$ cat src/core/bzcd_pkg.sv
package bzcd_pkg;

	// Clock and sample timing.
	localparam int unsigned CLK_MHZ = 40;
	localparam int unsigned SAMPLE_PERIOD_NS = 1250;
	localparam int unsigned SAMPLE_CYC = (SAMPLE_PERIOD_NS * CLK_MHZ + 999) / 1000;
	localparam int unsigned MASK_TIME_NS = 20000;
	localparam int unsigned MASK_CYC = (MASK_TIME_NS * CLK_MHZ + 999) / 1000;
	localparam int unsigned MIN_OFF_NS = 1250;
	localparam int unsigned MIN_OFF_CYC = (MIN_OFF_NS * CLK_MHZ + 999) / 1000;

	localparam int TICK_W = 6;
	localparam int MASK_W = 10;
	localparam int OFF_W = 12;
	localparam logic [TICK_W-1:0] TICK_LAST = TICK_W'(SAMPLE_CYC - 1);
	localparam logic [MASK_W-1:0] MASK_LAST = MASK_W'(MASK_CYC - 1);
	localparam logic [OFF_W-1:0] MIN_OFF_SENSOR = OFF_W'(MIN_OFF_CYC);

	// Register map, byte addresses.
	localparam int ADDR_W = 8;
	localparam logic [ADDR_W-1:0] CTRL_ADDR = 8'h00;
	localparam logic [ADDR_W-1:0] STATUS_ADDR = 8'h04;
	localparam logic [ADDR_W-1:0] MASK_ADDR = 8'h08;

	// Control register fields.
	localparam int CTRL_W = 11;
	localparam logic [CTRL_W-1:0] CTRL_RESET = 11'h000;
	localparam int CTRL_SR = 0;
	localparam int CTRL_VCM = 1;
	localparam int CTRL_DAC = 2;
	localparam int CTRL_REO = 3;
	localparam int CTRL_ZVD = 4;
	localparam int CTRL_CPB = 5;
	localparam int CTRL_OS_LO = 6;
	localparam int CTRL_IS_LO = 9;

	// Status and mask register fields.
	localparam int STAT_ZCF = 0;
	localparam int STAT_HST = 1;
	localparam int STAT_CPB = 2;
	localparam int STAT_ST_LO = 3;
	localparam int MASK_ZIM = 0;

	typedef enum logic [2:0] {
		BZCD_WAIT_C,
		BZCD_MASK_D,
		BZCD_WAIT_D,
		BZCD_MASK_Z,
		BZCD_SAMPLE_Z
	} bzcd_state_t;

endpackage

$ cat src/core/bzcd_top.sv
`timescale 1ns/1ps
// Summary of operation
// - Sensorless: Z sampling starts only after C then D; PWM group may then move.
// - Sensorless: read only while PWM sits on the group chosen by group select, except config x11.
// - Z qualified by edge/level select and polarity, only on correct group.
// - Each Z sets the zero-cross flag; interrupt raised when its mask is set.
// - Each Z is passed as a trigger pulse to the delay manager.
// - Sensor mode: Z sensed on the one phase input chosen by input select.
// - Sensor mode: all demagnetization handling is disabled.
// - Sensor mode: Z accepted in any window, no phase configuration needed.
// - Sensor mode: selected input sampled at a fixed 800 kHz.
// - Sensor mode: current-control PWM minimum off time is 1.25 us.
// - Direct access mode holds the last synchronized sensor sample latched.
// - Mode 0: high config bit used, D sampled at 1.25 us, 20 us masks.
// - Mode 1: high config bit ignored, Z at 1.25 us, 20 us after C.
// - Current mode: x00 even, x01 odd, x10 read on group of group select.
// - Voltage mode: 000/100 even, 001/101 odd, 110 by group select.
// - Config x11: PWM on both groups, read on either group.
// - Sensor mode: reading permitted on either group for every config.
// - Any combination not listed forbids a back-EMF reading.
// - Polarity writes are buffered and applied at the next commutation.
// - Sensorless Z rate: window tick in current mode, timer PWM in voltage.
module bzcd_top #(
	parameter logic [bzcd_pkg::OFF_W-1:0] MIN_OFF_SENSORLESS = 12'h064
) (
	// Clock and reset
	input wire logic pclk,
	input wire logic presetn,
	// APB slave
	input wire logic psel,
	input wire logic penable,
	input wire logic pwrite,
	input wire logic [bzcd_pkg::ADDR_W-1:0] paddr,
	input wire logic [31:0] pwdata,
	output logic [31:0] prdata,
	output logic pready,
	output logic pslverr,
	// Motor pins and comparator
	input wire logic phase_input_a,
	input wire logic phase_input_b,
	input wire logic phase_input_c,
	input wire logic bemf_cmp_in,
	// Events and PWM state from neighbouring logic
	input wire logic comm_evt,
	input wire logic demag_evt,
	input wire logic pwm_on_even,
	input wire logic pwm_on_odd,
	input wire logic window_sample_tick,
	input wire logic timer_pwm_sample,
	// Results
	output logic z_event,
	output logic zero_cross_irq,
	output logic demag_enable,
	output logic demag_sample_tick,
	output logic after_d_phase,
	output logic [2:0] pwm_cfg_eff,
	output logic [bzcd_pkg::OFF_W-1:0] min_off_cycles
);
	import bzcd_pkg::*;

	logic [CTRL_W-1:0] ctrl;
	logic zero_cross_irq_mask;
	logic zero_cross_flag;
	logic latched_sensor_level;
	logic cpb_act;
	bzcd_state_t state;
	logic [MASK_W-1:0] mask_cnt;
	logic [TICK_W-1:0] tick_cnt;
	logic tick;
	logic [3:0] sync1;
	logic [3:0] sync2;
	logic prev_val;
	logic prev_ok;

	logic sr;
	logic vcm;
	logic dac;
	logic bemf_read_group_select;
	logic edge_level_select;
	logic [2:0] os;
	logic [1:0] input_select;
	logic sel_sensor;
	logic strobe;
	logic sample_val;
	logic permit;
	logic accept;
	logic z_hit;
	logic setup;
	logic wr_en;
	logic addr_ok;
	logic [31:0] rdata;

	assign sr = ctrl[CTRL_SR];
	assign vcm = ctrl[CTRL_VCM];
	assign dac = ctrl[CTRL_DAC];
	assign bemf_read_group_select = ctrl[CTRL_REO];
	assign edge_level_select = ctrl[CTRL_ZVD];
	assign os = ctrl[CTRL_OS_LO +: 3];
	assign input_select = ctrl[CTRL_IS_LO +: 2];

	// Back-EMF read permission for a given mode, config and group select.
	function automatic logic read_ok(input logic f_sr, input logic f_vcm,
		input logic [2:0] f_os, input logic f_reo, input logic f_even,
		input logic f_odd);
		logic grp;
		grp = f_reo ? f_odd : f_even;
		if (f_sr) begin
			read_ok = 1'h1;
		end else if (f_os[1:0] == 2'h3) begin
			read_ok = f_even | f_odd;
		end else if (f_vcm) begin
			unique case (f_os[1:0])
				2'h0: read_ok = !f_reo && f_even;
				2'h1: read_ok = f_reo && f_odd;
				default: read_ok = grp;
			endcase
		end else begin
			unique case (f_os)
				3'h0, 3'h4: read_ok = !f_reo && f_even;
				3'h1, 3'h5: read_ok = f_reo && f_odd;
				3'h6: read_ok = grp;
				default: read_ok = 1'h0;
			endcase
		end
	endfunction

	// Input mux; select code 3 falls back to the first phase input.
	function automatic logic pick_phase(input logic [1:0] f_is,
		input logic [2:0] f_ph);
		unique case (f_is)
			2'h1: pick_phase = f_ph[1];
			2'h2: pick_phase = f_ph[2];
			default: pick_phase = f_ph[0];
		endcase
	endfunction

	always_ff @(posedge pclk or negedge presetn) begin
		if (!presetn) begin
			sync1 <= 4'h0;
			sync2 <= 4'h0;
		end else begin
			sync1 <= {bemf_cmp_in, phase_input_c, phase_input_b, phase_input_a};
			sync2 <= sync1;
		end
	end

	always_ff @(posedge pclk or negedge presetn) begin
		if (!presetn) begin
			tick_cnt <= '0;
			tick <= 1'h0;
		end else begin
			tick <= (tick_cnt == TICK_LAST);
			tick_cnt <= (tick_cnt == TICK_LAST) ? '0 : tick_cnt + 1'h1;
		end
	end

	assign sel_sensor = pick_phase(input_select, sync2[2:0]);
	assign strobe = sr ? tick : (vcm ? window_sample_tick : timer_pwm_sample);
	assign sample_val = sr ? sel_sensor : sync2[3];
	assign permit = read_ok(sr, vcm, os, bemf_read_group_select, pwm_on_even, pwm_on_odd);
	assign accept = (state == BZCD_SAMPLE_Z) && strobe && permit;
	assign z_hit = accept && (edge_level_select ? (sample_val == cpb_act)
		: (prev_ok && (prev_val != cpb_act) && (sample_val == cpb_act)));

	always_ff @(posedge pclk or negedge presetn) begin
		if (!presetn) begin
			state <= BZCD_WAIT_C;
			mask_cnt <= '0;
		end else if (comm_evt) begin
			mask_cnt <= '0;
			state <= sr ? BZCD_MASK_Z : BZCD_MASK_D;
		end else begin
			unique case (state)
				BZCD_WAIT_C: mask_cnt <= '0;
				BZCD_MASK_D: begin
					if (mask_cnt == MASK_LAST) begin
						state <= BZCD_WAIT_D;
					end
					mask_cnt <= mask_cnt + 1'h1;
				end
				BZCD_WAIT_D: begin
					mask_cnt <= '0;
					if (sr) begin
						state <= BZCD_SAMPLE_Z;
					end else if (demag_evt) begin
						state <= BZCD_MASK_Z;
					end
				end
				BZCD_MASK_Z: begin
					if (mask_cnt == MASK_LAST) begin
						state <= BZCD_SAMPLE_Z;
					end
					mask_cnt <= mask_cnt + 1'h1;
				end
				BZCD_SAMPLE_Z: begin
					mask_cnt <= '0;
					if (z_hit) begin
						state <= BZCD_WAIT_C;
					end
				end
				default: state <= BZCD_WAIT_C;
			endcase
		end
	end

	// Edge detection needs one accepted sample of history in this window.
	always_ff @(posedge pclk or negedge presetn) begin
		if (!presetn) begin
			prev_val <= 1'h0;
			prev_ok <= 1'h0;
		end else if (state != BZCD_SAMPLE_Z) begin
			prev_ok <= 1'h0;
		end else if (accept) begin
			prev_val <= sample_val;
			prev_ok <= 1'h1;
		end
	end

	always_ff @(posedge pclk or negedge presetn) begin
		if (!presetn) begin
			cpb_act <= 1'h0;
		end else if (comm_evt) begin
			cpb_act <= ctrl[CTRL_CPB];
		end
	end

	always_ff @(posedge pclk or negedge presetn) begin
		if (!presetn) begin
			latched_sensor_level <= 1'h0;
		end else if (!dac && tick) begin
			latched_sensor_level <= sel_sensor;
		end
	end

	always_ff @(posedge pclk or negedge presetn) begin
		if (!presetn) begin
			z_event <= 1'h0;
		end else begin
			z_event <= z_hit;
		end
	end

	// Mode-dependent status outputs to the PWM and demag logic.
	always_ff @(posedge pclk or negedge presetn) begin
		if (!presetn) begin
			demag_enable <= 1'h0;
			demag_sample_tick <= 1'h0;
			after_d_phase <= 1'h0;
			pwm_cfg_eff <= 3'h0;
			min_off_cycles <= MIN_OFF_SENSORLESS;
		end else begin
			demag_enable <= !sr && (state == BZCD_WAIT_D);
			demag_sample_tick <= !sr && tick;
			after_d_phase <= sr || (state == BZCD_MASK_Z) || (state == BZCD_SAMPLE_Z);
			pwm_cfg_eff <= sr ? {1'h0, os[1:0]} : os;
			min_off_cycles <= sr ? MIN_OFF_SENSOR : MIN_OFF_SENSORLESS;
		end
	end

	// APB: setup cycle arms pready, so every access completes in one cycle.
	assign setup = psel && !penable;
	assign wr_en = psel && penable && pready && pwrite && addr_ok;
	assign addr_ok = (paddr == CTRL_ADDR) || (paddr == STATUS_ADDR)
		|| (paddr == MASK_ADDR);

	always_comb begin
		rdata = 32'h0;
		unique case (paddr)
			CTRL_ADDR: rdata[CTRL_W-1:0] = ctrl;
			STATUS_ADDR: begin
				rdata[STAT_ZCF] = zero_cross_flag;
				rdata[STAT_HST] = latched_sensor_level;
				rdata[STAT_CPB] = cpb_act;
				rdata[STAT_ST_LO +: 3] = state;
			end
			MASK_ADDR: rdata[MASK_ZIM] = zero_cross_irq_mask;
			default: rdata = 32'h0;
		endcase
	end

	always_ff @(posedge pclk or negedge presetn) begin
		if (!presetn) begin
			pready <= 1'h0;
			pslverr <= 1'h0;
			prdata <= 32'h0;
		end else begin
			pready <= setup;
			pslverr <= setup && !addr_ok;
			if (setup) begin
				prdata <= rdata;
			end
		end
	end

	// Software-written control and mask.
	always_ff @(posedge pclk or negedge presetn) begin
		if (!presetn) begin
			ctrl <= CTRL_RESET;
			zero_cross_irq_mask <= 1'h0;
		end else if (wr_en) begin
			if (paddr == CTRL_ADDR) begin
				ctrl <= pwdata[CTRL_W-1:0];
			end
			if (paddr == MASK_ADDR) begin
				zero_cross_irq_mask <= pwdata[MASK_ZIM];
			end
		end
	end

	always_ff @(posedge pclk or negedge presetn) begin
		if (!presetn) begin
			zero_cross_flag <= 1'h0;
			zero_cross_irq <= 1'h0;
		end else begin
			// A new crossing beats a write-one-to-clear in the same cycle.
			if (z_hit) begin
				zero_cross_flag <= 1'h1;
			end else if (wr_en && (paddr == STATUS_ADDR) && pwdata[STAT_ZCF]) begin
				zero_cross_flag <= 1'h0;
			end
			zero_cross_irq <= zero_cross_flag && zero_cross_irq_mask;
		end
	end
endmodule

$ cat config.mk
export PLATFORM = sky130hd
export DESIGN_NAME = bzcd_top
export DESIGN_NICKNAME = d
export VERILOG_FILES = /design/src/core/bzcd_pkg.sv /design/src/core/bzcd_top.sv
export SDC_FILE = /design/constraint.sdc
export NUM_CORES = 1
export LEC_CHECK = 0
export BUFFER_PORTS_ARGS = -buffer_cell sky130_fd_sc_hd__buf_2
export CAP_MARGIN = 20
export CORE_MARGIN = 2
export CORE_UTILIZATION = 56
export CTS_BUF_LIST = sky130_fd_sc_hd__clkbuf_8
export DETAILED_ROUTE_END_ITERATION = 7
export GPL_TIMING_DRIVEN = 0
export PLACE_DENSITY = 0.88
export RECOVER_POWER = 25
export SLEW_MARGIN = 5
export SYNTH_ARGS = -nofsm -noshare
export SYNTH_HDL_FRONTEND = slang
export SYNTH_SLANG_ARGS = --single-unit
export TNS_END_PERCENT = 1
$ cat constraint.sdc
create_clock -name pclk -period 3.9 [get_ports pclk]
set_input_delay 0.78 -clock pclk [delete_from_list [all_inputs] [get_ports pclk]]
set_output_delay 0.78 -clock pclk [all_outputs]
set_load 0.05 [all_outputs]
### Yosys cells after proc, flatten, opt, wreduce, memory -nomap -nowiden

Cells that the tools add are included.

* register bits after elaboration: 73
* bits in latches: 0
* memory bits (writable): 0
* ROM bits: 0
* output and inout port bits: 54
* word-level logic and storage cells: 125
* memories kept: 0

* add/subtract/negate cells: 2
* multiply operators: 0
* div/mod/pow operators: 0
* magnitude comparators: 0
* equal/unequal tests: 24
* shift-type cells: 0
* muxes and demuxes: 31
* bitwise logic cells: 2
* reductions and logical operators: 43

Operators with widths (number)
* 3-bit two-way mux: 7
* 10-bit one-hot mux with 2 select lines: 1
* 1-bit logical AND: 19
* 3-bit one-hot mux with 5 select lines: 1
* 3-bit equality test, second input constant: 4
* 1-bit two-way mux: 12
* 3-bit inequality test, second input constant: 4
* 10-bit by 1-bit adder with 10-bit output, second input constant: 1
* 10-bit equality test, second input constant: 1
* 10-bit two-way mux: 1
* 5-bit one-hot mux with 2 select lines: 1
* 8-bit by 3-bit equality test with 1-bit output, second input constant: 1
* 8-bit by 4-bit equality test with 1-bit output, second input constant: 1
* 8-bit logical NOT: 1
* 7-bit two-way mux: 1
* 6-bit by 1-bit adder with 6-bit output, second input constant: 1
* 3-bit by 1-bit equality test with 1-bit output, second input constant: 2
* 3-bit by 2-bit equality test with 1-bit output, second input constant: 2
* 6-bit equality test, second input constant: 1
* 3-bit logical NOT: 2
* 6-bit two-way mux: 1
* 1-bit one-hot mux with 3 select lines: 2
* 2-bit AND reduction: 3
* 2-bit OR reduction: 3
* 18 further kinds: 29

### Depth between registers and ports, before layout

* depth after elaboration: 11
* depth in mapped cells: 7

### Worst setup path before layout

No wires, ideal clock.

* path type: input to register
* from: in paddr[1] (netlist bit)
* to: reg ctrl[0]
* library setup time: 128 ps
* arrival: 1829 ps
* required time: 3772 ps
* path slack: 1943 ps
* stages: 6
* buffers on the path: 1
* path through: nor4_1 > nand2_1 > nor2_2 > nand2_1 > buf_2 > mux2_1

* word-level cells in the longest chain between the ends: 5
* elaborated cells on any way between the ends: 7
* classes of those cells: 2 x eq/ne; 5 x reduce/logical

Ends and longest elaborated chain
* start: declaration: line bzcd_top.sv:33 `input wire logic [bzcd_pkg::ADDR_W-1:0] paddr,`
* 8-bit by 3-bit equality test with 1-bit output or 8-bit logical NOT (tied branches): line bzcd_top.sv:263, bzcd_top.sv:301
* 1-bit logical OR: line bzcd_top.sv:263 `assign addr_ok = (paddr == CTRL_ADDR) || (paddr == STATUS_ADDR)`
* 1-bit logical OR: line bzcd_top.sv:264 `|| (paddr == MASK_ADDR);`
* 1-bit logical AND: line bzcd_top.sv:262 `assign wr_en = psel && penable && pready && pwrite && addr_ok;`
* 2-bit AND reduction (no source line) *
* end signal: assignment: line bzcd_top.sv:302 `ctrl <= pwdata[CTRL_W-1:0];`
* end: declaration: line bzcd_top.sv:61 `logic [CTRL_W-1:0] ctrl;`

Mark *: on every way between the ends. The rest lies on a longest branch, timed or not.
A chain may end at the register's enable or synchronous reset.

### Final worst setup path

* from: reg ctrl[0]
* to: reg state[2]

* word-level cells in the longest chain between the ends: 7
* elaborated cells on any way between the ends: 15
* classes of those cells: 3 x eq/ne; 7 x mux; 5 x reduce/logical

Ends and longest elaborated chain
* 1-bit two-way mux: line bzcd_top.sv:159 `assign sample_val = sr ? sel_sensor : sync2[3];`
* 1-bit equality test: line bzcd_top.sv:162, bzcd_top.sv:163
* 1-bit logical AND: line bzcd_top.sv:163 `: (prev_ok && (prev_val != cpb_act) && (sample_val == cpb_act)));`
* 1-bit two-way mux: line bzcd_top.sv:162 `assign z_hit = accept && (edge_level_select ? (sample_val == cpb_act)`
* 1-bit logical AND *: line bzcd_top.sv:162
* named net z_hit: line bzcd_top.sv:87 `logic z_hit;`
* 3-bit inequality test (no source line) *
* 5-bit AND reduction (no source line) *
* end signal: assignment: line bzcd_top.sv:171 `state <= sr ? BZCD_MASK_Z : BZCD_MASK_D;`
* end: declaration: line bzcd_top.sv:66 `bzcd_state_t state;`

The timed path passes the listed nets; every way through them passes the cells marked *.

==> results.ini <==
[run_status]
outcome = complete, but fails checks
failed_checks = capacitance limit, slew limit

[timing]
slew_headroom_pct = -6.385
setup_viol = 0
finClkSkew_ns = 0.006207
max_freq_mhz = 493.8
hold-worst-slack_ns = 0.3525
period_minus_slack_ns = 2.025
hold_viol_final = 0
final.period_utilization_pct = 51.93
rsz0062_at_grt = false
final.setup.tns_ns = 0
worst_pin_slew_ns = 1.596
slew_viol_final = 69

[synthesis]
async_reset_ff_share_pct = 100.0
synth_top_area_share_pct = 52.78
synthAdderAreaFrac_pct = 1.969
synth_enable_flop_cells = 0
synth.area.mux_share_pct = 7.208
synth_ff_type = dfrtp_1
ys_ff_latch = 68
yosysTopAreaCell = dfrtp_1
synthSimpleGateAreaFrac_pct = 15.20
ys_types = 53
synth_top_family_by_area = simple AND/OR/NAND/NOR gates
synthesis.area_um2 = 3177
avgSynthCellArea_um2 = 10.88
ys_warn_count = 0
synth_xor_area_share_pct = 1.930
syn_inst = 292
synth_compound_area_share_pct = 10.44
synth.area.top_cells = dfrtp_1 53%, buf_4 7.3%, mux2_2 3.5%, nor2_1 2.7%, nand2_1 2.5%
synth_seq_area_share_pct = 53.60

[power]
switching_share_pct = 26.12
power_frac_comb_pct = 10.9
pwr-share-seq_pct = 51.6
p_leak_nw = 2.005
clockPowerShare_pct = 37.5
peakVddDrop_mv = 0.4135
intPower_w = 0.001036
p_sw_w = 0.0003662
p_per_area_nw_per_um2 = 366.0

[floorplanning]
pin_count = 109
coreArea_um2 = 5507
die_x_um = 79.32
dieArea_um2 = 6292
die_h_um = 79.32
rows = 27
start_util_pct = 57.69

[grt]
grt_usage_pct = 21.82
grt_antenna_before_repair = 0
grt_pass1_vias = 2330
grt_pass1_wl_um = 10380
grt_max_degree = 69
overflow = 0

[min_path]
hold_depth = 0
min_path_type = flip-flop to flip-flop

[clock_tree]
clkSinkCount = 68
ctsHoldBuffers = 0
cts_root_buf = clkbuf_8
post_cts_buffers = 0
post_cts_resized = 0
cts_buffers = 9
htreeDepth = 3
cts_tree = done
clk_pin_slew_ns = 0.07
clock_latency_ns = 0.35
clk_path_buf_depth = 2

[critical_path]
crit_required_ns = 4.12
critPathCapture = state[2]$_DFFE_PN0P_
arrival_ns = 2.25
worstRegToRegCells = 6
crit_start = ctrl[0]$_DFFE_PN0P_
r2r_start = ctrl[0]$_DFFE_PN0P_
critPathKind = flip-flop to flip-flop
worst-path-max-fanout = 10
crit_chain = clkbuf_1 -> or2b_1 -> o311ai_1 -> or3_1 -> a211oi_2 -> o21ai_1
r2r_end = state[2]$_DFFE_PN0P_
slowest_stage = clkbuf_1
cp-start-kind = flip-flop
r2r_slack_ns = 1.87
critPathCaptureType = flip-flop
slowest_delay_ns = 0.39

[route]
drc_errors = 0
wl_per_cell_um = 13.55
via_per_inst = 5.151
wirelength_um = 6302
vias = 2395
drtAntennaViolNets = 0
drtIter0Drc = 116
dr.pass1.iters = 4

[final_layout]
area_delta_synth_final_pct = 20.60
multi_input_area_um2 = 1276
num-nets-final = 448
n_fill_cell = 404
drive_gt1_share_pct = 30.03
finalInstanceArea_um2 = 3831
regArea_um2 = 1703
antenna_cells = 0

[placed_design]
place_area_um2 = 3661
dpl.hpwl_um = 4575
io_buffers = 58
globalplace.congestion = 0.8626

[job]
cap_violations = 1

-- per-stage QoR --
stage / utilization [%] / total power, W / setup WS [ns] / cells
final: 69.58 / 0.001402 / 1.875 / 465
after global routing: 69.58 / 0.001455 / 1.759 / 465
after CTS: 69.80 / 0.001412 / 1.906 / 465
after detailed placement: 66.48 / 0.0008886 / 1.672 / 449
after global placement: 66.44 / 0.0008856 / 1.720 / 449
after floorplan: - / 0.0008478 / 1.943 / 319
-- layer usage --
metal | GRT usage (%) | vias up | wire length (um)
li1 | - | 1147 | -
met1 | 26.03 | 1134 | 2541
met2 | 36.61 | 93 | 3177
met3 | 7.273 | 21 | 409
met4 | 8.448 | 0 | 174
met5 | 0 | - | 0
-- power by group through the flow --
stage | Combinational [W] | Clock, W | Sequential (W)
finish | 0.000153 | 0.000526 | 0.000723
floorplan | 0.000106 | 0 | 0.000742
global placement | 0.000151 | 0 | 0.000735
CTS | 0.000154 | 0.000535 | 0.000723
detailed placement | 0.000153 | 0 | 0.000736
global route | 0.000165 | 0.000567 | 0.000724
-- how the worst min path moves through the flow --
stage,start,to
6_report,sync1[3]$_DFF_PN0_,sync2[3]$_DFF_PN0_
5_1_grt,sync1[1]$_DFF_PN0_,sync2[1]$_DFF_PN0_
4_1_cts,sync1[3]$_DFF_PN0_,sync2[3]$_DFF_PN0_
3_5_place_dp,sync1[3]$_DFF_PN0_,sync2[3]$_DFF_PN0_
3_3_place_gp,sync1[0]$_DFF_PN0_,sync2[0]$_DFF_PN0_
2_1_floorplan,sync1[0]$_DFF_PN0_,sync2[0]$_DFF_PN0_
-- cell type report --
class	count	area share, %
sequential	68	44.45
multi-input combinational	205	33.31
timing repair buffer	58	7.544
buffer	39	6.891
clock buffer	12	4.311
tap	72	2.351
inverter	7	0.6858
clock inverter	4	0.4572
-- cells in the mapped netlist (5+ instances only) --
master    instances
buf_4            31
o21ai_0          12
ha_1              5
nor2b_1           6
nand2b_1          5
nor3_1            5
mux2_1            5
nand3_1           7
nor2_1           23
a21oi_1          10
dfrtp_1          67
mux2i_1           6
nand2_1          21
a22o_1            6
mux2_2           10
inv_1             7
-- state kept, by name (all words and copies together) (netlist names), 2 cells and up --
register	count
tick_cnt	6
sync2	4
mask_cnt	10
pwm_cfg_eff	3
ctrl	11
state	3
prdata	11
min_off_cycles	2
sync1	4
-- cells by family after synthesis --
| kind of cell | count (synthesis) |
|---|---|
| AND/OR/NAND/NOR | 93 |
| flip-flops | 68 |
| AO/OA/AOI/OAI | 50 |
| buffers and inverters | 46 |
| multiplexers | 21 |
| XOR/XNOR | 7 |
| adder cells (fa/ha/maj) | 5 |
| other | 2 |
-- placed cells by master (no fill, tap or decap), types with 3 or more instances in the layout --
cell type	instances
a21oi_1	10
a22o_1	6
xor2_1	3
nor3_1	5
buf_4	31
dfrtp_1	67
clkbuf_1	7
nand4_1	4
mux2i_1	6
mux2_2	10
xnor2_1	4
nand3_1	7
clkbuf_8	12
or3_1	4
o21ai_0	12
inv_1	9
nor4_1	3
a21o_1	3
nor2b_1	6
ha_1	5
conb_1	29
nor2_1	23
and2_1	3
nand2b_1	5
buf_2	57
mux2_1	5
nand2_1	21
a22oi_1	3
-- worst max-delay path: cells and delay by family, from the launching register on --
| family | cells | cell delay [ns] |
|---|---|---|
| AO/OA/AOI/OAI | 3 | 0.57 |
| AND/OR/NAND/NOR | 2 | 0.57 |
| buffers and inverters | 1 | 0.39 |
| flip-flops | 1 | 0.37 |
No activity file was read; power rests on OpenSTA's default activity.
